===== src/rtl/flc_pkg.sv =====
// Constants and types shared by the flash LED control logic
package flc_pkg;

   // Clock rate in MHz
   localparam int CLK_MHZ = 100;

   // Serial pin latch timeout and shutdown timeout
   localparam int LATCH_TIME_US = 500;
   localparam int LATCH_CYCLES  = LATCH_TIME_US * CLK_MHZ;
   localparam int OFF_TIME_US   = 500;
   localparam int OFF_CYCLES    = OFF_TIME_US * CLK_MHZ;
   localparam int TMR_W         = 17;

   // Longest flash, cut into equal fractions
   localparam int FLASH_MAX_MS     = 1000;
   localparam int FLASH_STEPS      = 16;
   localparam int FLASH_MAX_CYCLES = FLASH_MAX_MS * 1000 * CLK_MHZ;
   localparam int FLASH_SEG_CYCLES = FLASH_MAX_CYCLES / FLASH_STEPS;
   localparam int SEG_W            = 23;

   // Sink test current phase after wake-up
   localparam int TEST_TIME_US = 20;
   localparam int TEST_CYCLES  = TEST_TIME_US * CLK_MHZ;
   localparam int TST_W        = 12;

   // Edge counts of a latched burst
   localparam logic [4:0] EDGE_ONE        = 5'h01;
   localparam logic [4:0] EDGE_DATA_LAST  = 5'h10;
   localparam logic [4:0] EDGE_ADDR_FIRST = 5'h11;
   localparam logic [4:0] EDGE_ADDR_LAST  = 5'h14;
   localparam logic [4:0] EDGE_SAT        = 5'h1F;

   // Register addresses
   localparam logic [1:0] ADDR_VIDEO_LEVEL = 2'h0;
   localparam logic [1:0] ADDR_TIMER_FRAC  = 2'h1;
   localparam logic [1:0] ADDR_CHAN_CFG    = 2'h2;
   localparam logic [1:0] ADDR_RATIO       = 2'h3;

   // Values of unprogrammed registers, as zero-based code index, and last safety timer segment
   localparam logic [3:0] DEF_VIDEO_IDX = 4'h0;
   localparam logic [3:0] DEF_TIMER_IDX = 4'h0;
   localparam logic [3:0] DEF_CHAN_IDX  = 4'h3;
   localparam logic [3:0] DEF_RATIO_IDX = 4'h3;
   localparam logic [3:0] LAST_SEG      = 4'hF;

   // Channel bits inside the configuration index
   localparam int CHAN_A_BIT = 1;
   localparam int CHAN_B_BIT = 0;

   // Operating state
   typedef enum logic [1:0] {
      FLC_VIDEO,
      FLC_FLASH,
      FLC_DONE
   } flc_state_t;

endpackage : flc_pkg


===== src/rtl/flc_ser_if.sv =====
// Carrier between serial receiver and control core
`timescale 1ns/1ps
interface flc_ser_if;
   logic       wr_pulse;
   logic [1:0] wr_addr;
   logic [3:0] wr_data;
   logic       enabled;
   logic       clear;

   modport rx   (output wr_pulse, wr_addr, wr_data, enabled, clear);
   modport core (input  wr_pulse, wr_addr, wr_data, enabled, clear);
endinterface : flc_ser_if


===== src/rtl/flc_serial_rx.sv =====
// Single-wire edge-count receiver with latch and shutdown timeouts
`timescale 1ns/1ps
module flc_serial_rx
   import flc_pkg::*;
#(
   parameter logic [TMR_W-1:0] LATCH_LIMIT = TMR_W'(LATCH_CYCLES),
   parameter logic [TMR_W-1:0] OFF_LIMIT   = TMR_W'(OFF_CYCLES)
) (
   input  logic  ref_clk,
   input  logic  rst_n,
   input  logic  serial_pin,
   flc_ser_if.rx bus
);

   logic             pin_s1;
   logic             pin_s2;
   logic             pin_prev;
   logic [TMR_W-1:0] hi_cnt;
   logic [TMR_W-1:0] lo_cnt;
   logic [4:0]       edges;
   logic [1:0]       addr;

   // Decode of the burst and the two timeouts
   wire       rise      = pin_s2 & ~pin_prev;
   wire       latch_now = pin_s2 & (hi_cnt == TMR_W'(LATCH_LIMIT - 1));
   wire       off_now   = ~pin_s2 & (lo_cnt == TMR_W'(OFF_LIMIT - 1));
   wire       is_addr   = (edges >= EDGE_ADDR_FIRST) &&
                          (edges <= EDGE_ADDR_LAST);
   wire       is_data   = (edges >= EDGE_ONE) && (edges <= EDGE_DATA_LAST);
   wire [4:0] addr_off  = edges - EDGE_ADDR_FIRST;
   wire [4:0] data_off  = edges - EDGE_ONE;

   // Pin synchroniser and edge history
   always_ff @(posedge ref_clk) begin
      if (!rst_n) begin
         pin_s1   <= 1'b0;
         pin_s2   <= 1'b0;
         pin_prev <= 1'b0;
      end else begin
         pin_s1   <= serial_pin;
         pin_s2   <= pin_s1;
         pin_prev <= pin_s2;
      end
   end

   // High and low time counters, saturating so each fires once
   always_ff @(posedge ref_clk) begin
      if (!rst_n) begin
         hi_cnt <= '0;
         lo_cnt <= '0;
      end else begin
         hi_cnt <= (!pin_s2) ? '0 :
                   (hi_cnt == LATCH_LIMIT) ? hi_cnt : hi_cnt + 1'b1;
         lo_cnt <= pin_s2 ? '0 :
                   (lo_cnt == OFF_LIMIT) ? lo_cnt : lo_cnt + 1'b1;
      end
   end

   // Edge counter, address and enable state
   always_ff @(posedge ref_clk) begin
      if (!rst_n) begin
         edges <= '0;
         addr  <= '0;
         bus.enabled <= 1'b0;
      end else if (off_now) begin
         edges <= '0;
         addr  <= ADDR_VIDEO_LEVEL;
         bus.enabled <= 1'b0;
      end else begin
         if (latch_now)
            edges <= '0;
         else if (rise && edges != EDGE_SAT)
            edges <= edges + 1'b1;
         if (latch_now && is_addr)
            addr <= addr_off[1:0];
         if (rise)
            bus.enabled <= 1'b1;
      end
   end

   // Write strobe; bursts above twenty edges fall through here
   always_ff @(posedge ref_clk) begin
      if (!rst_n) begin
         bus.wr_pulse <= 1'b0;
         bus.wr_addr  <= '0;
         bus.wr_data  <= '0;
         bus.clear    <= 1'b0;
      end else begin
         bus.wr_pulse <= latch_now & is_data;
         bus.wr_addr  <= addr;
         bus.wr_data  <= data_off[3:0];
         bus.clear    <= off_now;
      end
   end

   // Checks on the burst decode and the shutdown
   a_addr_decode: assert property (@(posedge ref_clk)
      disable iff (!rst_n)
      latch_now && edges == 5'h13 |=> addr == 2'h2)
      else $error("address burst not decoded");
   a_long_ignored: assert property (@(posedge ref_clk)
      disable iff (!rst_n)
      latch_now && edges > EDGE_ADDR_LAST |=> $stable(addr) && !bus.wr_pulse)
      else $error("overlong burst took effect");
   a_off_clears: assert property (@(posedge ref_clk)
      disable iff (!rst_n)
      off_now |=> addr == 2'h0 && !bus.enabled ##1 bus.clear == 1'b0)
      else $error("shutdown did not clear address");

endmodule : flc_serial_rx


===== src/rtl/flc_control.sv =====
// Flash LED driver control: registers, flash sequencing, protection
//
// Contract
// - Trigger rising edge starts a flash on both sinks and the safety timer.
// - Safety timer expiry ends the flash even with trigger still high.
// - Flash ends when trigger falls, or earlier on timer expiry.
// - Timer code shortens the flash in sixteen linear fractions.
// - Throttle high during a flash drops sinks to default video level.
// - Throttle low restores full flash only while trigger high, timer live.
// - Video level code picks one of sixteen 1 dB steps.
// - Ratio code sets flash to video current ratio, 1:2 to 1:30.
// - High trigger overrides video light; flash takes over.
// - After a flash, video light stays off until shutdown and reprogram.
// - Register 2 enables each sink for video light at set currents.
// - Writing video level after trigger adjusts flash current in steps.
// - Overtemperature disables both switches; resumes automatically.
// - Overvoltage stops switching; resumes when the condition clears.
// - After wake-up, test current per sink; unpulled sinks get disabled.
// - Serial pin high past latch timeout latches address or data.
// - Bursts of 17 to 20 edges select registers 0 to 3.
// - Bursts of 1 to 16 edges store data in the selected register.
// - Latched address stays for repeated data bursts.
// - Address is 0 from the first edge after disable.
// - Unprogrammed registers read as default codes 1, 1, 4, 4.
// - Pin low past off timeout shuts down and clears data and address.
// - Timer code applies to the next flash only, then reverts.
// - Register 2 codes: off, B only, A only, both; flash uses both.
// - Video level code 1 is full current, code 16 is zero.
`timescale 1ns/1ps
module flc_control
   import flc_pkg::*;
#(
   parameter logic [TMR_W-1:0] LATCH_LIMIT = TMR_W'(LATCH_CYCLES),
   parameter logic [TMR_W-1:0] OFF_LIMIT   = TMR_W'(OFF_CYCLES),
   parameter logic [SEG_W-1:0] SEG_LIMIT   = SEG_W'(FLASH_SEG_CYCLES)
) (
   input  logic       ref_clk,
   input  logic       rst_n,
   input  logic       serial_pin,
   input  logic       flash_trigger,
   input  logic       flash_throttle_in,
   input  logic       over_temp,
   input  logic       over_volt,
   input  logic       timer_cap_grounded,
   input  logic       sink_a_low,
   input  logic       sink_b_low,
   output logic       sink_a,
   output logic       sink_b,
   output logic       flash_full,
   output logic [3:0] current_step,
   output logic [3:0] ratio_step,
   output logic       test_current,
   output logic       switch_en,
   output logic       device_enabled
);

   localparam logic [TST_W-1:0] TEST_LAST = TST_W'(TEST_CYCLES - 1);

   flc_ser_if ser ();

   // Serial receiver
   flc_serial_rx #(
      .LATCH_LIMIT (LATCH_LIMIT),
      .OFF_LIMIT   (OFF_LIMIT)
   ) u_rx (
      .ref_clk    (ref_clk),
      .rst_n      (rst_n),
      .serial_pin (serial_pin),
      .bus        (ser.rx)
   );

   // Pin synchronisers: trigger, throttle, ot, ov, cap, sink a, sink b
   logic [6:0] pins_s1;
   logic [6:0] pins_s2;
   logic       trig_prev;

   wire trig_s  = pins_s2[0];
   wire thr_s   = pins_s2[1];
   wire ot_s    = pins_s2[2];
   wire ov_s    = pins_s2[3];
   wire cap_gnd = pins_s2[4];
   wire a_low_s = pins_s2[5];
   wire b_low_s = pins_s2[6];

   wire trig_rise = trig_s & ~trig_prev;

   always_ff @(posedge ref_clk) begin
      if (!rst_n) begin
         pins_s1   <= '0;
         pins_s2   <= '0;
         trig_prev <= 1'b0;
      end else begin
         pins_s1   <= {sink_b_low, sink_a_low, timer_cap_grounded,
                       over_volt, over_temp, flash_throttle_in,
                       flash_trigger};
         pins_s2   <= pins_s1;
         trig_prev <= trig_s;
      end
   end

   // Register file: a clear programmed bit means the default code
   logic [3:0] prog;
   logic [3:0] reg_val [4];
   flc_state_t state;
   flc_state_t next_state;

   wire flash_start = trig_rise & (state != FLC_FLASH);
   wire tmr_write   = ser.wr_pulse & (ser.wr_addr == ADDR_TIMER_FRAC);

   wire [3:0] vid_idx   = prog[ADDR_VIDEO_LEVEL] ?
                          reg_val[ADDR_VIDEO_LEVEL] : DEF_VIDEO_IDX;
   wire [3:0] tmr_idx   = prog[ADDR_TIMER_FRAC] ?
                          reg_val[ADDR_TIMER_FRAC] : DEF_TIMER_IDX;
   wire [3:0] chan_idx  = prog[ADDR_CHAN_CFG] ?
                          reg_val[ADDR_CHAN_CFG] : DEF_CHAN_IDX;
   wire [3:0] ratio_idx = prog[ADDR_RATIO] ?
                          reg_val[ADDR_RATIO] : DEF_RATIO_IDX;

   // Writes win over the one-shot timer revert in the same cycle
   always_ff @(posedge ref_clk) begin
      if (!rst_n || ser.clear) begin
         prog <= '0;
      end else begin
         if (flash_start)
            prog[ADDR_TIMER_FRAC] <= 1'b0;
         if (ser.wr_pulse)
            prog[ser.wr_addr] <= 1'b1;
      end
   end

   // Stored codes; only the programmed bit decides their meaning
   always_ff @(posedge ref_clk) begin
      if (!rst_n) begin
         for (int i = 0; i < 4; i++)
            reg_val[i] <= '0;
      end else if (ser.wr_pulse) begin
         reg_val[ser.wr_addr] <= ser.wr_data;
      end
   end

   // Safety timer: whole fractions of the longest flash
   logic [SEG_W-1:0] seg_cnt;
   logic [3:0]       seg_num;
   logic [3:0]       run_idx;

   wire seg_end = (seg_cnt == SEG_W'(SEG_LIMIT - 1));
   wire expire  = (state == FLC_FLASH) & ~cap_gnd & seg_end &
                  (seg_num == LAST_SEG - run_idx);

   always_ff @(posedge ref_clk) begin
      if (!rst_n) begin
         seg_cnt <= '0;
         seg_num <= '0;
         run_idx <= DEF_TIMER_IDX;
      end else if (flash_start) begin
         seg_cnt <= '0;
         seg_num <= '0;
         run_idx <= tmr_idx;
      end else if (state == FLC_FLASH) begin
         seg_cnt <= seg_end ? '0 : seg_cnt + 1'b1;
         if (seg_end)
            seg_num <= seg_num + 1'b1;
      end
   end

   // Operating state; a grounded cap pin disables the timer
   always_comb begin
      next_state = state;
      case (state)
         FLC_VIDEO: begin
            if (trig_rise)
               next_state = FLC_FLASH;
         end
         FLC_FLASH: begin
            if (!trig_s || expire)
               next_state = FLC_DONE;
         end
         FLC_DONE: begin
            if (trig_rise)
               next_state = FLC_FLASH;
            else if (ser.clear)
               next_state = FLC_VIDEO;
         end
         default: next_state = FLC_VIDEO;
      endcase
   end

   // State register; shutdown reaches it only through next_state
   always_ff @(posedge ref_clk) begin
      if (!rst_n)
         state <= FLC_VIDEO;
      else
         state <= next_state;
   end

   // Sink test after wake-up; a sink that is not pulled low stays off
   logic       pow_prev;
   logic       testing;
   logic [TST_W-1:0] test_cnt;
   logic       ok_a;
   logic       ok_b;

   // A flash alone also wakes the part, so its sinks get tested first
   wire powered = ser.enabled | trig_s;
   wire wake    = powered & ~pow_prev;

   always_ff @(posedge ref_clk) begin
      if (!rst_n) begin
         pow_prev <= 1'b0;
         testing  <= 1'b0;
         test_cnt <= '0;
         ok_a     <= 1'b0;
         ok_b     <= 1'b0;
      end else begin
         pow_prev <= powered;
         if (wake) begin
            testing  <= 1'b1;
            test_cnt <= '0;
         end else if (testing) begin
            test_cnt <= test_cnt + 1'b1;
            if (test_cnt == TEST_LAST) begin
               testing <= 1'b0;
               ok_a    <= a_low_s;
               ok_b    <= b_low_s;
            end
         end
      end
   end

   // Output selection; throttle falls back to default video level
   wire in_flash  = (state == FLC_FLASH);
   wire throttled = in_flash & thr_s;
   wire video_on  = (state == FLC_VIDEO) & ser.enabled;

   wire next_sink_a = ~testing & ok_a &
                      (in_flash | (video_on & chan_idx[CHAN_A_BIT]));
   wire next_sink_b = ~testing & ok_b &
                      (in_flash | (video_on & chan_idx[CHAN_B_BIT]));
   wire next_flash_full = in_flash & ~thr_s;
   wire [3:0] next_current_step = throttled ? DEF_VIDEO_IDX
                                            : vid_idx;
   wire [3:0] next_ratio_step = throttled ? DEF_RATIO_IDX
                                          : ratio_idx;
   // Protection only gates the switch; state and codes are kept
   wire next_switch_en = (next_sink_a | next_sink_b | testing) &
                         ~ot_s & ~ov_s;

   // Registered outputs
   always_ff @(posedge ref_clk) begin
      if (!rst_n) begin
         sink_a         <= 1'b0;
         sink_b         <= 1'b0;
         flash_full     <= 1'b0;
         current_step   <= DEF_VIDEO_IDX;
         ratio_step     <= DEF_RATIO_IDX;
         test_current   <= 1'b0;
         switch_en      <= 1'b0;
         device_enabled <= 1'b0;
      end else begin
         sink_a         <= next_sink_a;
         sink_b         <= next_sink_b;
         flash_full     <= next_flash_full;
         current_step   <= next_current_step;
         ratio_step     <= next_ratio_step;
         test_current   <= testing;
         switch_en      <= next_switch_en;
         device_enabled <= ser.enabled;
      end
   end

   // Checks on the sequencing
   a_flash_start: assert property (@(posedge ref_clk)
      disable iff (!rst_n)
      state == FLC_VIDEO && trig_rise |=> state == FLC_FLASH ##1
      (seg_cnt == 1 || state != FLC_FLASH))
      else $error("trigger edge did not start flash");
   a_timer_end: assert property (@(posedge ref_clk)
      disable iff (!rst_n)
      expire |=> state == FLC_DONE ##1 !flash_full && !sink_a)
      else $error("flash outlived safety timer");
   a_trig_release: assert property (@(posedge ref_clk)
      disable iff (!rst_n)
      in_flash && !trig_s |=> state == FLC_DONE)
      else $error("flash did not end on trigger low");
   a_throttle_cut: assert property (@(posedge ref_clk)
      disable iff (!rst_n)
      in_flash && thr_s |=> !flash_full && current_step == DEF_VIDEO_IDX)
      else $error("throttle did not cut flash");
   a_throttle_back: assert property (@(posedge ref_clk)
      disable iff (!rst_n)
      in_flash && $fell(thr_s) |=> flash_full)
      else $error("flash not restored after throttle");
   a_no_video_return: assert property (@(posedge ref_clk)
      disable iff (!rst_n)
      state == FLC_DONE && !ser.clear && !trig_rise |=> state == FLC_DONE)
      else $error("video light resumed after flash");
   a_timer_revert: assert property (@(posedge ref_clk)
      disable iff (!rst_n)
      flash_start && !tmr_write |=> !prog[ADDR_TIMER_FRAC])
      else $error("timer code not reverted");
   a_chan_off: assert property (@(posedge ref_clk)
      disable iff (!rst_n)
      video_on && chan_idx == 4'h0 |=> !sink_a && !sink_b)
      else $error("sinks on with both disabled");
   a_over_temp: assert property (@(posedge ref_clk)
      disable iff (!rst_n)
      ot_s || ov_s |=> !switch_en)
      else $error("switching during fault");
   a_regs_clear: assert property (@(posedge ref_clk)
      disable iff (!rst_n)
      ser.clear |=> prog == 4'h0 ##1 ratio_step == DEF_RATIO_IDX ||
      state == FLC_FLASH)
      else $error("shutdown left programmed data");

   // Checks on the sink selection and the codes
   a_wake_test: assert property (@(posedge ref_clk)
      disable iff (!rst_n)
      wake |=> testing)
      else $error("no sink test after wake-up");
   a_test_dark: assert property (@(posedge ref_clk)
      disable iff (!rst_n)
      testing |=> test_current && !sink_a && !sink_b)
      else $error("sinks driven during the sink test");
   a_flash_both: assert property (@(posedge ref_clk)
      disable iff (!rst_n)
      in_flash && !testing && ok_a && ok_b |=> sink_a && sink_b)
      else $error("flash did not use both sinks");
   a_video_sinks: assert property (@(posedge ref_clk)
      disable iff (!rst_n)
      video_on && !testing && ok_a && chan_idx[CHAN_A_BIT] |=> sink_a)
      else $error("enabled sink stayed off in video light");
   a_done_dark: assert property (@(posedge ref_clk)
      disable iff (!rst_n)
      state == FLC_DONE |=> !sink_a && !sink_b)
      else $error("sinks lit after the flash ended");
   a_default_codes: assert property (@(posedge ref_clk)
      disable iff (!rst_n)
      prog == 4'h0 |=> current_step == DEF_VIDEO_IDX &&
      ratio_step == DEF_RATIO_IDX)
      else $error("unprogrammed codes not at defaults");
   a_level_follow: assert property (@(posedge ref_clk)
      disable iff (!rst_n)
      in_flash && !thr_s |=> current_step == $past(vid_idx))
      else $error("flash current ignores the level code");

endmodule : flc_control


===== config.mk =====
export PLATFORM = sky130hd
export DESIGN_NAME = flc_control
export DESIGN_NICKNAME = d
export VERILOG_FILES = /design/src/rtl/flc_pkg.sv /design/src/rtl/flc_ser_if.sv /design/src/rtl/flc_serial_rx.sv /design/src/rtl/flc_control.sv
export SDC_FILE = /design/constraint.sdc
export NUM_CORES = 1
export LEC_CHECK = 0
export ABC_AREA = 1
export BUFFER_PORTS_ARGS = -buffer_cell sky130_fd_sc_hd__buf_2
export CORE_AREA = 2 2 109 111
export CTS_CLUSTER_SIZE = 25
export DETAILED_ROUTE_END_ITERATION = 12
export DIE_AREA = 0 0 111 113
export HOLD_SLACK_MARGIN = 0.12
export PLACE_DENSITY = 0.81
export SYNTH_ARGS = -nofsm -noshare
export SYNTH_HDL_FRONTEND = slang
export SYNTH_SLANG_ARGS = --single-unit

===== constraint.sdc =====
create_clock -name ref_clk -period 4.1 [get_ports ref_clk]
set_clock_uncertainty 0.1 [all_clocks]
set_input_delay 0.615 -clock ref_clk [delete_from_list [all_inputs] [get_ports ref_clk]]
set_output_delay 0.615 -clock ref_clk [all_outputs]
set_load 0.005 [all_outputs]

# Yosys cells after proc, flatten, opt, wreduce, memory -nomap -nowiden
# Memory sizes are Yosys's and may differ from the RTL's. A register that Yosys moved wholly into a read port is not among the register bits.
# Cells that the tools add are included.
# word_totals
regBits	127
ram_bits	16
inputBits	10
output_inout_bits	14
wordCells	147
memories	1
# classes
n_addsub	9
n_lt_le_gt_ge	6
eq_ne	14
muxes	23
n_bitwise	40
n_reduce_logical	22
# memory_table
name	depth	word_bits	read_ports	rd_ports_with_merged_regs	write_ports	line_no	source
reg_val	4	4	4	2	4	flc_control.sv:103	logic [3:0] reg_val [4];
# op_table
operator	count
$eq 17x16->1 const B	4
$add 17x1->17 const B	2
$add 23x1->23 const B	1
$eq 23x23->1 const B	1
$mux 23	1
$and 1x1->1	21
$mux 2	7
$not 1->1	13
$add 12x1->12 const B	1
$eq 12x11->1 const B	1
$mux 1	11
$le 5x5->1 const B	2
$reduce_or 3->1	3
$mux 4	2
$reduce_or 2->1	4
$pmux 2 s3	1
$reduce_and 3->1	2
$add 5x1->5 const B	1
$ge 5x1->1 const B	1
$ge 5x5->1 const B	1
$logic_and 1x1->1	5
$ne 5x5->1 const B	1
$or 1x1->1	5
$add 4x1->4 const B	1
18 further kinds	22

# Depth between registers and ports, before layout
# Gate-level depths: netlist of run 1.
# logic_depth
word_depth	9
ltp_mapped	10
depth_no_buf	10

# Hierarchy
# From an unflattened synthesis of run 1, not the netlist that was laid out.
# unflattened
cells_unflattened	910
hier_area_um2	6759.0
# modules_own_cells
mod	n_inst	cells_each	area_each_um2
flc_control	1	545	4169.0
flc_serial_rx	1	365	2590.0

# Least setup slack after synthesis of run 1
# Ideal clock, no wire load.
# synth_timing
path_type	reg2reg
from	register u_rx.edges[0]
to	register u_rx.edges[4]
arrival_ps	1486
required_time_ps	3881
path_slack_ps	2395
stages_incl_launch_ff	10
path_buffers	0
period_less_slack_ps	1705
path_cell_list	dfxtp_1 -> ha_1 -> inv_1 -> nor3_1 -> ha_1 -> inv_1 -> nand2_1 -> mux2_2 -> inv_1 -> nor2_1
# synth_between
elab_chain_len	2
elab_cells_between_ends	3
classes_between	add/sub: 1; eq/ne: 1; reduce/logical: 1
# synth_lines
element	line_no	source
start: declaration	flc_serial_rx.sv:20	logic [4:0] edges;
start signal: assignment	flc_serial_rx.sv:73	edges <= edges + 1'b1;
branches (longest 2 deep; another with $add 5x1->5)	--	
# Parallel ways; which one is timed is not known.
# A chain may end at the register's enable or synchronous reset.

# Final worst setup path of run 1
# layout_timing
from	input rst_n
to	register u_rx.lo_cnt[2]
# layout_between
elab_chain_len	2
# layout_lines
element	line_no	source
start: declaration	flc_control.sv:38	input logic rst_n,
$not 1->1 (no line)	--	
$reduce_or 2->1 (no line)	--	
end signal: assignment	flc_serial_rx.sv:54	lo_cnt <= pin_s2 ? '0 :
end: declaration	flc_serial_rx.sv:19	logic [TMR_W-1:0] lo_cnt;
# No other way between the ends.

==> results of run 1 <==
==> worst min-delay path by stage <==
stage / start / endpoint / slack (ns) / cells after the start
after floorplan: pins_s1[0] / pins_s2[0] / 0.29 / 2
after global routing: flash_trigger / pins_s1[0] / 0.27 / 3
after global placement: pins_s1[5] / pins_s2[5] / 0.29 / 2
after detailed placement: pins_s1[5] / pins_s2[5] / 0.30 / 2
after CTS: sink_b_low / pins_s1[6] / 0.27 / 3
final: sink_b_low / pins_s1[6] / 0.28 / 3
==> tightest hold or removal path: cells and delay by family <==
| kind | cells | cell delay, ns |
|---|---|---|
| buffers and inverters | 2 | 0.11 |
| AND/OR/NAND/NOR | 1 | 0.04 |
==> kinds of logic after synthesis <==
logic type	share of synthesized area (%)
compound gates	8.227
buf+inv	9.245
flops	47.09
mux	0.1698
xor+xnor	1.849
fa+ha+maj	2.264
simple gates	31.15
==> Yosys cell counts, types with 3 or more instances <==
cell type | instances | area [um2]
ha_1 | 12 | 150.1
nand4_1 | 16 | 100.1
or2_2 | 3 | 18.77
nor3_1 | 24 | 120.1
inv_2 | 5 | 18.77
xnor2_1 | 4 | 35.03
a21oi_1 | 55 | 275.3
buf_2 | 5 | 25.02
xor2_1 | 10 | 87.58
nand3b_1 | 5 | 37.54
nor2_2 | 13 | 81.33
inv_1 | 140 | 525.5
nor2_1 | 117 | 439.2
nand2_1 | 163 | 611.8
nand2_2 | 14 | 87.58
clkbuf_1 | 3 | 11.26
nand3_1 | 48 | 240.2
a31oi_1 | 3 | 18.77
o21ai_1 | 6 | 30.03
nor2_4 | 7 | 78.83
dfxtp_1 | 135 | 2703
edfxtp_1 | 14 | 420.4
o21ai_0 | 30 | 150.1
nor3_2 | 14 | 140.1
==> registers in the layout, indices dropped and copies added (netlist names), 5 cells and up <==
| register | cells |
|---|---|
| seg_cnt | 23 |
| u_rx.hi_cnt | 17 |
| u_rx.lo_cnt | 17 |
| reg_val | 14 |
| test_cnt | 12 |
| pins_s1 | 7 |
| pins_s2 | 7 |
| u_rx.edges | 5 |
==> per-layer routing <==
metal,vias up,part of all wire [%]
met5,-,0
met4,0,1.9
met3,22,3.0
met2,74,49
met1,2382,46
li1,2834,-
==> cells in the final DEF, fill, tap and decap left out, drive strengths merged, types with 2 or more instances in the layout <==
cell type	netlist	routed
or2	4	4
nand4	17	17
o21ai	37	37
inv	146	151
edfxtp	14	14
clkinvlp	0	2
clkbuf	3	22
xor2	10	10
a21oi	55	55
nor4	2	2
bufinv	0	2
nand3	50	50
ha	12	12
xnor2	4	4
buf	8	24
nor3	39	39
nand3b	5	5
a211oi	2	2
a31oi	3	3
dfxtp	135	135
nand2	177	177
nor2	138	138
==> stage by stage <==
stage	worst slack [ns]	util, %	area [um2]	hold WS (ns)	power, W
3_5_place_dp	1.544	60.95	6870	0.2970	0.001640
3_3_place_gp	1.578	60.95	6870	0.2934	0.001638
5_1_grt	1.701	66.57	7503	0.2735	0.003333
4_1_cts	1.982	66.57	7503	0.2668	0.003253
2_1_floorplan	2.395	-	6631	0.2905	0.001617
6_report	1.991	66.57	7503	0.2788	0.003225
==> layout make-up <==
type                    instances  area [um2]
clock inverters                10       127.6
clock buffers                  22       505.5
fillers                       939        3769
inverters                     146       550.5
flip-flops and latches        149        3123
well taps                     143       178.9
repair buffers                 24       122.6
multi-input cells             564        2895
==> power groups by stage <==
| stage | logic, W | registers [W] | clock network, W |
|---|---|---|---|
| global placement | 0.0000918 | 0.00155 | 0 |
| finish | 0.0000948 | 0.00152 | 0.00162 |
| CTS | 0.0000955 | 0.00151 | 0.00164 |
| floorplan | 0.0000756 | 0.00154 | 0 |
| detailed placement | 0.0000937 | 0.00155 | 0 |
| global route | 0.000110 | 0.00152 | 0.00171 |
==> reports/metrics.cfg, run 1 <==
[finish]
areaGrowthSynthToFinish_pct=13.15
n_antenna_cell=0
drive_above_1_share_pct=13.22
nets=924
layout.cells.non_filler=1058

[timing]
relSlewSlack_pct=43.62
period_share_pct=51.45
rsz0062_at_grt=no
setup_violations=0
setup-tns-final_ns=0
period_minus_slack_ns=2.109
fmax_mhz=474.1
finalHoldViolCount=0
slew_violations=0
tightest_slew_ns=0.8426

[yosys]
syn_inst=870
synth_seq_cells=149
async_flop_share_pct=0
yosysSeqAreaShare_pct=47.09
ys_warn_count=0
synth_edf_count=14
synthesis.area_mm2=0.006631
synthFlopType=dfxtp_1
synth_nets=892
synthDistinctLibCells=45
syn_avg_cell_area_um2=7.622

[power]
p_int_w=0.002536
max-vdd-ir-drop_uv=341.7
p_sw_w=0.0006890
p_sw_share_pct=21.36
seqPwrFrac_pct=47.0
combPwrFrac_pct=2.9
clkPwrFrac_pct=50.1
leakage_nw=3.098
power_density_mw_per_mm2=429.9

[routing]
vias_per_cell=5.021
num_vias=5312
drc=0
wl_um=12170
drtAntennaViolNets=0
detailedRoute.firstIterationViolations=334
first_pass_iters=5
post_drt_wl_per_cell_um=11.50

[critical_path]
path_depth=6
r2r_slack_ns=2.12
critical_path.slowest_cell=nor2_1
cp_slowest_stage_delay_ns=0.70
crit_buf_inv=4
end_kind=flip-flop
cp_max_fo=32
criticalPathCategory=primary input to flip-flop
cp_top_family=simple AND/OR/NAND/NOR gates
critPathLaunchType=primary input
r2r_start=seg_cnt[0]
critPathCapture=u_rx.lo_cnt[2]
critical_path_arrival_ns=2.35
critical_path.cell_chain=buf_2 -> buf_4 -> inv_2 -> nor2_1 -> inv_1 -> nor3_1
crit_start=rst_n
cp.required_ns=4.34
r2r-end=seg_cnt[14]
worstRegToRegCells=10

[clock_network]
cts_buffers=17
numClockSinks=149
post_cts_buffers=0
cts.path.max_buffers=2
clk-insertion-delay-late_ns=0.42
ctsHoldBuffers=0
tritoncts=yes
htreeDepth=4
clk_root_buffer_cell=clkbuf_16
cts_resized=0
clkTransAtPathRegs_ns=0.06

[global_routing]
antenna_found_initial=0
grt_remaining_overflow=0
grt_max_degree=33
grtUsageMet2_pct=36.11
grtUsageMet3_pct=6.160
grt_pass1_wl_um=21610
grt_busiest_layer=met2
grt_use_met1_pct=24.88
track_usage_pct=21.07
grt_pass1_vias=5016

[floorplanning]
fp.dieW_um=111
die_area_mm2=0.01254
row_count=39
ios=24
die_h_um=113
start_util_pct=58.83
core_area_mm2=0.01127

[run]
max_cap_viol_count=0

[placement]
port_buffers=23
dpl.cell_count=1026
hpwl_um=8572
place.gp.congestion=0.8448

[outcome]
run_status=finished, final reports clean

[hold_path]
worstHoldPathType=primary input to flip-flop

(Power assumes the default switching activity.)
==> inputs of run 2 (changes only) <==
--- a/config.mk
+++ b/config.mk
@@ -5,12 +5,12 @@
 export SDC_FILE = /design/constraint.sdc
 export NUM_CORES = 1
 export LEC_CHECK = 0
-export ABC_AREA = 1
+export ABC_AREA = 0
 export BUFFER_PORTS_ARGS = -buffer_cell sky130_fd_sc_hd__buf_2
-export CORE_AREA = 2 2 109 111
+export CORE_AREA = 2 2 106 108
 export CTS_CLUSTER_SIZE = 25
 export DETAILED_ROUTE_END_ITERATION = 12
-export DIE_AREA = 0 0 111 113
+export DIE_AREA = 0 0 108 110
 export HOLD_SLACK_MARGIN = 0.12
 export PLACE_DENSITY = 0.81
 export SYNTH_ARGS = -nofsm -noshare
==> constraint.sdc (replaced) <==
create_clock -name ref_clk -period 2.11 [get_ports ref_clk]
set_clock_uncertainty 0.1 [all_clocks]
set_input_delay 0.3165 -clock ref_clk [delete_from_list [all_inputs] [get_ports ref_clk]]
set_output_delay 0.3165 -clock ref_clk [all_outputs]
set_load 0.005 [all_outputs]
==> reports/metrics.cfg, run 2 <==
[outcome]
run_status=finished, final reports clean

[critical_path]
critical_path_arrival_ns=2.41
cp_slowest_stage_delay_ns=0.56
cp_max_fo=10
end_kind=flip-flop
cp.required_ns=2.48
criticalPathCategory=flip-flop to flip-flop
critical_path.cell_chain=ha_1 -> nand3b_1 -> or4_4 -> or4_1 -> a21oi_1
critical_path.slowest_cell=or4_4
critPathLaunchType=flip-flop

[finish]
drive_above_1_share_pct=13.55
n_antenna_cell=0
regArea_mm2=0.003126
areaGrowthSynthToFinish_pct=17.73
largest_reg_flops=23
multi_input_area_mm2=0.002939
largestRegisters=seg_cnt x23, u_rx.hi_cnt x17, u_rx.lo_cnt x17
mostFrequentLayoutCell=dfxtp_1
fill_cells=815
mostFrequentLayoutCells=133 x dfxtp_1, 64 x nor2_1, 45 x nand2_1
layout.cells.non_filler=893
fin_area_mm2=0.007371
regMostFlops=seg_cnt
nets=762

[floorplanning]
start_util_pct=58.53
row_count=38
die_h_um=110
fp.dieW_um=108
die_area_mm2=0.01188
ios=24
core_area_mm2=0.01070

[clock_network]
tritoncts=yes
numClockSinks=149
clk-insertion-delay-late_ns=0.54
cts_buffers=17
clk_root_buffer_cell=clkbuf_8
cts.path.max_buffers=2
htreeDepth=4
clkTransAtPathRegs_ns=0.07

[yosys]
yosys-top-cells-count=135 x dfxtp_1, 64 x nor2_1, 45 x nand2_1, 40 x a21oi_1, 35 x nand3_1
synthFlopType=dfxtp_1
syn_inst=681
synthesis.area_mm2=0.006261
synth_nets=703
synthAdderAreaFrac_pct=2.398
synth_edf_count=14
yosysSeqAreaShare_pct=49.88
synth_top_family_by_area=simple AND/OR/NAND/NOR gates
synth_simple_gate_area_share_pct=27.66
synth_xor_area_share_pct=6.715
syn_avg_cell_area_um2=9.194
synthDistinctLibCells=46
yosysMostFrequentCell=dfxtp_1
synth_area_leaders=dfxtp_1 43%, edfxtp_1 6.7%, xnor2_1 4.5%
synth_seq_cells=149
async_flop_share_pct=0
yosysTopAreaCell=dfxtp_1
synth_mux_area_share_pct=1.279
synth_top_cell_area_share_pct=43.17
ys_warn_count=0
synth_compound_area_share_pct=8.773

[power]
max-vdd-ir-drop_uv=615.7
p_sw_w=0.001444
p_int_w=0.004499
leakage_nw=2.663
seqPwrFrac_pct=49.5
power_density_mw_per_mm2=806.4
clkPwrFrac_pct=47.1
combPwrFrac_pct=3.4
p_sw_share_pct=24.30

[routing]
detailedRoute.firstIterationViolations=284
wl_um=12780
vias_per_cell=5.560
num_vias=4965
post_drt_wl_per_cell_um=14.31
drc=0
first_pass_iters=5
drtAntennaViolNets=0

[placement]
place.gp.congestion=0.8290
hpwl_um=8708
dpl.cell_count=851
port_buffers=23
place_area_mm2=0.006714

[timing]
period_minus_slack_ns=2.039
tightest_slew_ns=0.5654
fmax_mhz=490.5
slew_violations=0
whs_ns=0.2096
rsz0062_at_grt=yes
finalHoldViolCount=0
period_share_pct=96.63
setup_violations=0
relSlewSlack_pct=62.21

[global_routing]
track_usage_pct=23.13
grt_remaining_overflow=0
antenna_found_initial=0
grt_pass1_vias=4800
grt_pass1_wl_um=21560
grt_max_degree=20

[hold_path]
worstHoldPathType=primary input to flip-flop

[run]
max_cap_viol_count=0

-- run 2: cell types whose count changed in the layout (fill, tap and decap cells not counted), sizes merged, moves of 17 or more --
cell	change
and2	+25
o21ai	-17
nand2	-132
inv	-112
buf	+34
or4	+18
nor2	-74
xnor2	+28
-- run 2: routing by layer --
layer | routed length, um | up-vias | global-route usage, % | share of wire (%)
li1 | - | 2521 | - | -
met1 | 5601 | 2352 | 26.69 | 44
met2 | 6573 | 70 | 40.66 | 51
met3 | 344 | 22 | 6.290 | 2.7
met4 | 259 | 0 | 9.707 | 2.0
met5 | 0 | - | 0 | 0
-- run 2: logic make-up after synthesis --
group,count (synthesis)
flip-flops,149
XOR/XNOR,48
AND/OR/NAND/NOR,320
AO/OA/AOI/OAI,89
buffers and inverters,55
multiplexers,8
adder cells (fa/ha/maj),12
-- run 2: repair_timing --
action                     4_1_cts  5_1_grt
resized for setup                1        3
pin swaps                        1        1
buffers inserted                 0        2
hold endpoints to repair         8        0
setup endpoints to repair       10        8
hold buffers                     8        0
-- run 2: path summary, 6_finish.rpt --
path,slack [ns],start,depth (start not counted),to
max,0.07,seg_cnt[0],5,seg_cnt[18]
min,0.21,rst_n,2,reg_val[1][0]
max reg2reg,0.07,seg_cnt[0],5,seg_cnt[18]
min reg2reg,0.33,reg_val[3][1],1,ratio_step[1]
-- run 2: per-stage QoR --
stage               power, W  setup TNS [ns]  setup slack [ns]  utilization [%]
floorplan           0.003120               0           0.02110                -
global placement    0.003181               0           0.05931            62.76
detailed placement  0.003194        -0.04109          -0.02421            62.76
CTS                 0.005987               0           0.07124            68.70
global route        0.006148        -0.07909          -0.02390            68.90
finish              0.005944               0           0.07109            68.90
-- run 2: power by group through the flow --
| stage | Sequential, W | Combinational [W] | Clock [W] |
|---|---|---|---|
| floorplan | 0.00299 | 0.000129 | 0 |
| global placement | 0.00300 | 0.000178 | 0 |
| detailed placement | 0.00301 | 0.000188 | 0 |
| CTS | 0.00294 | 0.000202 | 0.00284 |
| global route | 0.00295 | 0.000227 | 0.00297 |
| finish | 0.00294 | 0.000203 | 0.00280 |
-- run 2: final cells by class --
type | count | share of cell area (%)
well taps | 140 | 2.377
clock buffers | 17 | 5.619
flip-flops and latches | 149 | 42.40
inverters | 29 | 1.477
repair buffers | 66 | 6.383
clock inverters | 15 | 1.867
multi-input cells | 477 | 39.87
-- run 2: worst max-delay path: cells and delay by family, from the launching register on --
| kind | cells | cell delay [ns] |
|---|---|---|
| adder cells (fa/ha/maj) | 1 | 0.18 |
| AO/OA/AOI/OAI | 1 | 0.15 |
| AND/OR/NAND/NOR | 3 | 1.19 |
| flip-flops | 1 | 0.35 |
==> inputs of run 3 (changes only) <==
--- a/config.mk
+++ b/config.mk
@@ -6,13 +6,13 @@
 export NUM_CORES = 1
 export LEC_CHECK = 0
 export ABC_AREA = 0
-export BUFFER_PORTS_ARGS = -buffer_cell sky130_fd_sc_hd__buf_2
 export CORE_AREA = 2 2 106 108
 export CTS_CLUSTER_SIZE = 25
 export DETAILED_ROUTE_END_ITERATION = 12
 export DIE_AREA = 0 0 108 110
+export DONT_BUFFER_PORTS = 1
 export HOLD_SLACK_MARGIN = 0.12
-export PLACE_DENSITY = 0.81
+export PLACE_DENSITY = 0.79
 export SYNTH_ARGS = -nofsm -noshare
 export SYNTH_HDL_FRONTEND = slang
 export SYNTH_SLANG_ARGS = --single-unit
==> constraint.sdc (replaced) <==
create_clock -name ref_clk -period 2.1 [get_ports ref_clk]
set_clock_uncertainty 0.1 [all_clocks]
set_input_delay 0.315 -clock ref_clk [delete_from_list [all_inputs] [get_ports ref_clk]]
set_output_delay 0.315 -clock ref_clk [all_outputs]
set_load 0.005 [all_outputs]
==> reports/metrics.cfg, run 3 (synthesized netlist as in run 2, its figures left out) <==
[routing]
post_drt_wl_per_cell_um=15.01
wl_um=13070
first_pass_iters=5
drc=0
vias_per_cell=5.683
drtAntennaViolNets=0
detailedRoute.firstIterationViolations=369
num_vias=4950

[floorplanning]
row_count=38
core_area_mm2=0.01070
start_util_pct=58.53
ios=24
fp.dieW_um=108
die_h_um=110
die_area_mm2=0.01188

[run]
max_cap_viol_count=0

[timing]
relSlewSlack_pct=62.50
rsz0062_at_grt=yes
period_share_pct=97.16
period_minus_slack_ns=2.040
finalHoldViolCount=0
worst_slack_ns=0.05959
tightest_slew_ns=0.5612
slew_violations=0
setup-tns-final_ns=0
whs_ns=0.2169
fmax_mhz=490.1
setup_violations=0

[finish]
areaGrowthSynthToFinish_pct=16.95
largest_reg_flops=23
nets=740
multi_input_area_mm2=0.002958
drive_above_1_share_pct=10.40
largestRegisters=seg_cnt x23, u_rx.hi_cnt x17, u_rx.lo_cnt x17
mostFrequentLayoutCell=dfxtp_1
fin_area_mm2=0.007322
regMostFlops=seg_cnt
regArea_mm2=0.003127
mostFrequentLayoutCells=132 x dfxtp_1, 64 x nor2_1, 45 x nand2_1
n_antenna_cell=0
fill_cells=798

[global_routing]
grt_pass1_vias=4797
grt_pass1_wl_um=21580
antenna_found_initial=0
track_usage_pct=23.37
grt_max_degree=54
grt_remaining_overflow=0

[power]
leakage_nw=2.575
p_sw_share_pct=21.54
power_density_mw_per_mm2=826.3
combPwrFrac_pct=3.4
p_sw_w=0.001303
max-vdd-ir-drop_uv=622.4
seqPwrFrac_pct=48.9
p_int_w=0.004747
clkPwrFrac_pct=47.7

[critical_path]
critical_path.slowest_cell=or4_4
r2r_slack_ns=0.06
cp.required_ns=2.45
cp_max_fo=9
r2r_start=seg_cnt[1]
r2r-end=seg_cnt[22]
critical_path.cell_chain=ha_4 -> nand3b_1 -> or4_4 -> or4_1 -> a21oi_1
critical_path_arrival_ns=2.39
end_kind=flip-flop
criticalPathCategory=flip-flop to flip-flop
cp_slowest_stage_delay_ns=0.55
worstRegToRegCells=5
critPathLaunchType=flip-flop

[clock_network]
clk_root_buffer_cell=clkbuf_8
tritoncts=yes
cts.path.max_buffers=2
cts_buffers=17
htreeDepth=4
numClockSinks=149
clk-insertion-delay-late_ns=0.53
clkTransAtPathRegs_ns=0.06

[hold_path]
min_path_cells=2
whs_endpoint=u_rx.hi_cnt[2]
hold_start=rst_n
worstHoldPathType=primary input to flip-flop

[outcome]
run_status=finished, final reports clean

[placement]
place.gp.congestion=0.8523
place_ws_ns=-0.04824
port_buffers=0
place_area_mm2=0.006569
hpwl_um=8318

[run 3: routing by layer]
layer	share of wire, %	global-route usage, %	wire length (um)	up-vias
met1	43	27.04	5604	2341
met4	1.7	8.791	227	0
met2	52	42.00	6772	113
met5	0	0	0	-
li1	-	-	-	2474
met3	3.6	5.644	465	22
[run 3: final cells by class]
| class | count | share of cell area [%] |
|---|---|---|
| inverter | 29 | 1.487 |
| sequential | 149 | 42.70 |
| clock buffer | 21 | 5.998 |
| timing repair buffer | 44 | 5.297 |
| clock inverter | 11 | 1.726 |
| tap | 140 | 2.392 |
| multi-input combinational | 477 | 40.40 |
[run 3: repair_timing]
item                                    4_1_cts  5_1_grt
setup buffers                                 0        1
endpoints found under the hold margin       106        0
resized for setup                             1        7
pin swaps                                     0        1
endpoints found under the setup margin        6       23
hold buffers                                 14        0
[run 3: worst max path at each step]
stage	from	end	slack (ns)	depth (start not counted)
global placement	seg_cnt[1]	seg_cnt[20]	0.005	5
detailed placement	seg_cnt[1]	seg_cnt[18]	-0.05	5
global route	seg_cnt[4]	seg_cnt[22]	-0.03	4
CTS	u_rx.lo_cnt[16]	u_rx.edges[3]	0.006	5
finish	seg_cnt[1]	seg_cnt[22]	0.06	5
floorplan	u_rx.lo_cnt[5]	u_rx.edges[0]	0.01	4
[run 3: power by group through the flow]
stage          registers, W  logic [W]  clock network (W)
2_1_floorplan       0.00301   0.000130                  0
3_3_place_gp        0.00302   0.000157                  0
3_5_place_dp        0.00302   0.000163                  0
4_1_cts             0.00296   0.000203            0.00292
5_1_grt             0.00296   0.000230            0.00307
6_report            0.00296   0.000206            0.00289
[run 3: through the flow]
| stage | total power, W | std cells | utilization, % |
|---|---|---|---|
| 2_1_floorplan | 0.003135 | 681 | - |
| 3_3_place_gp | 0.003172 | 824 | 61.40 |
| 3_5_place_dp | 0.003182 | 824 | 61.40 |
| 4_1_cts | 0.006081 | 870 | 68.13 |
| 5_1_grt | 0.006261 | 871 | 68.44 |
| 6_report | 0.006050 | 871 | 68.44 |
[run 3: critical path: cells and delay by family, from the launching register on]
family	cells	cell delay [ns]
DFF	1	0.37
AOI/OAI and AO/OA	1	0.17
and+or+nand+nor	3	1.18
adders and majority gates	1	0.15
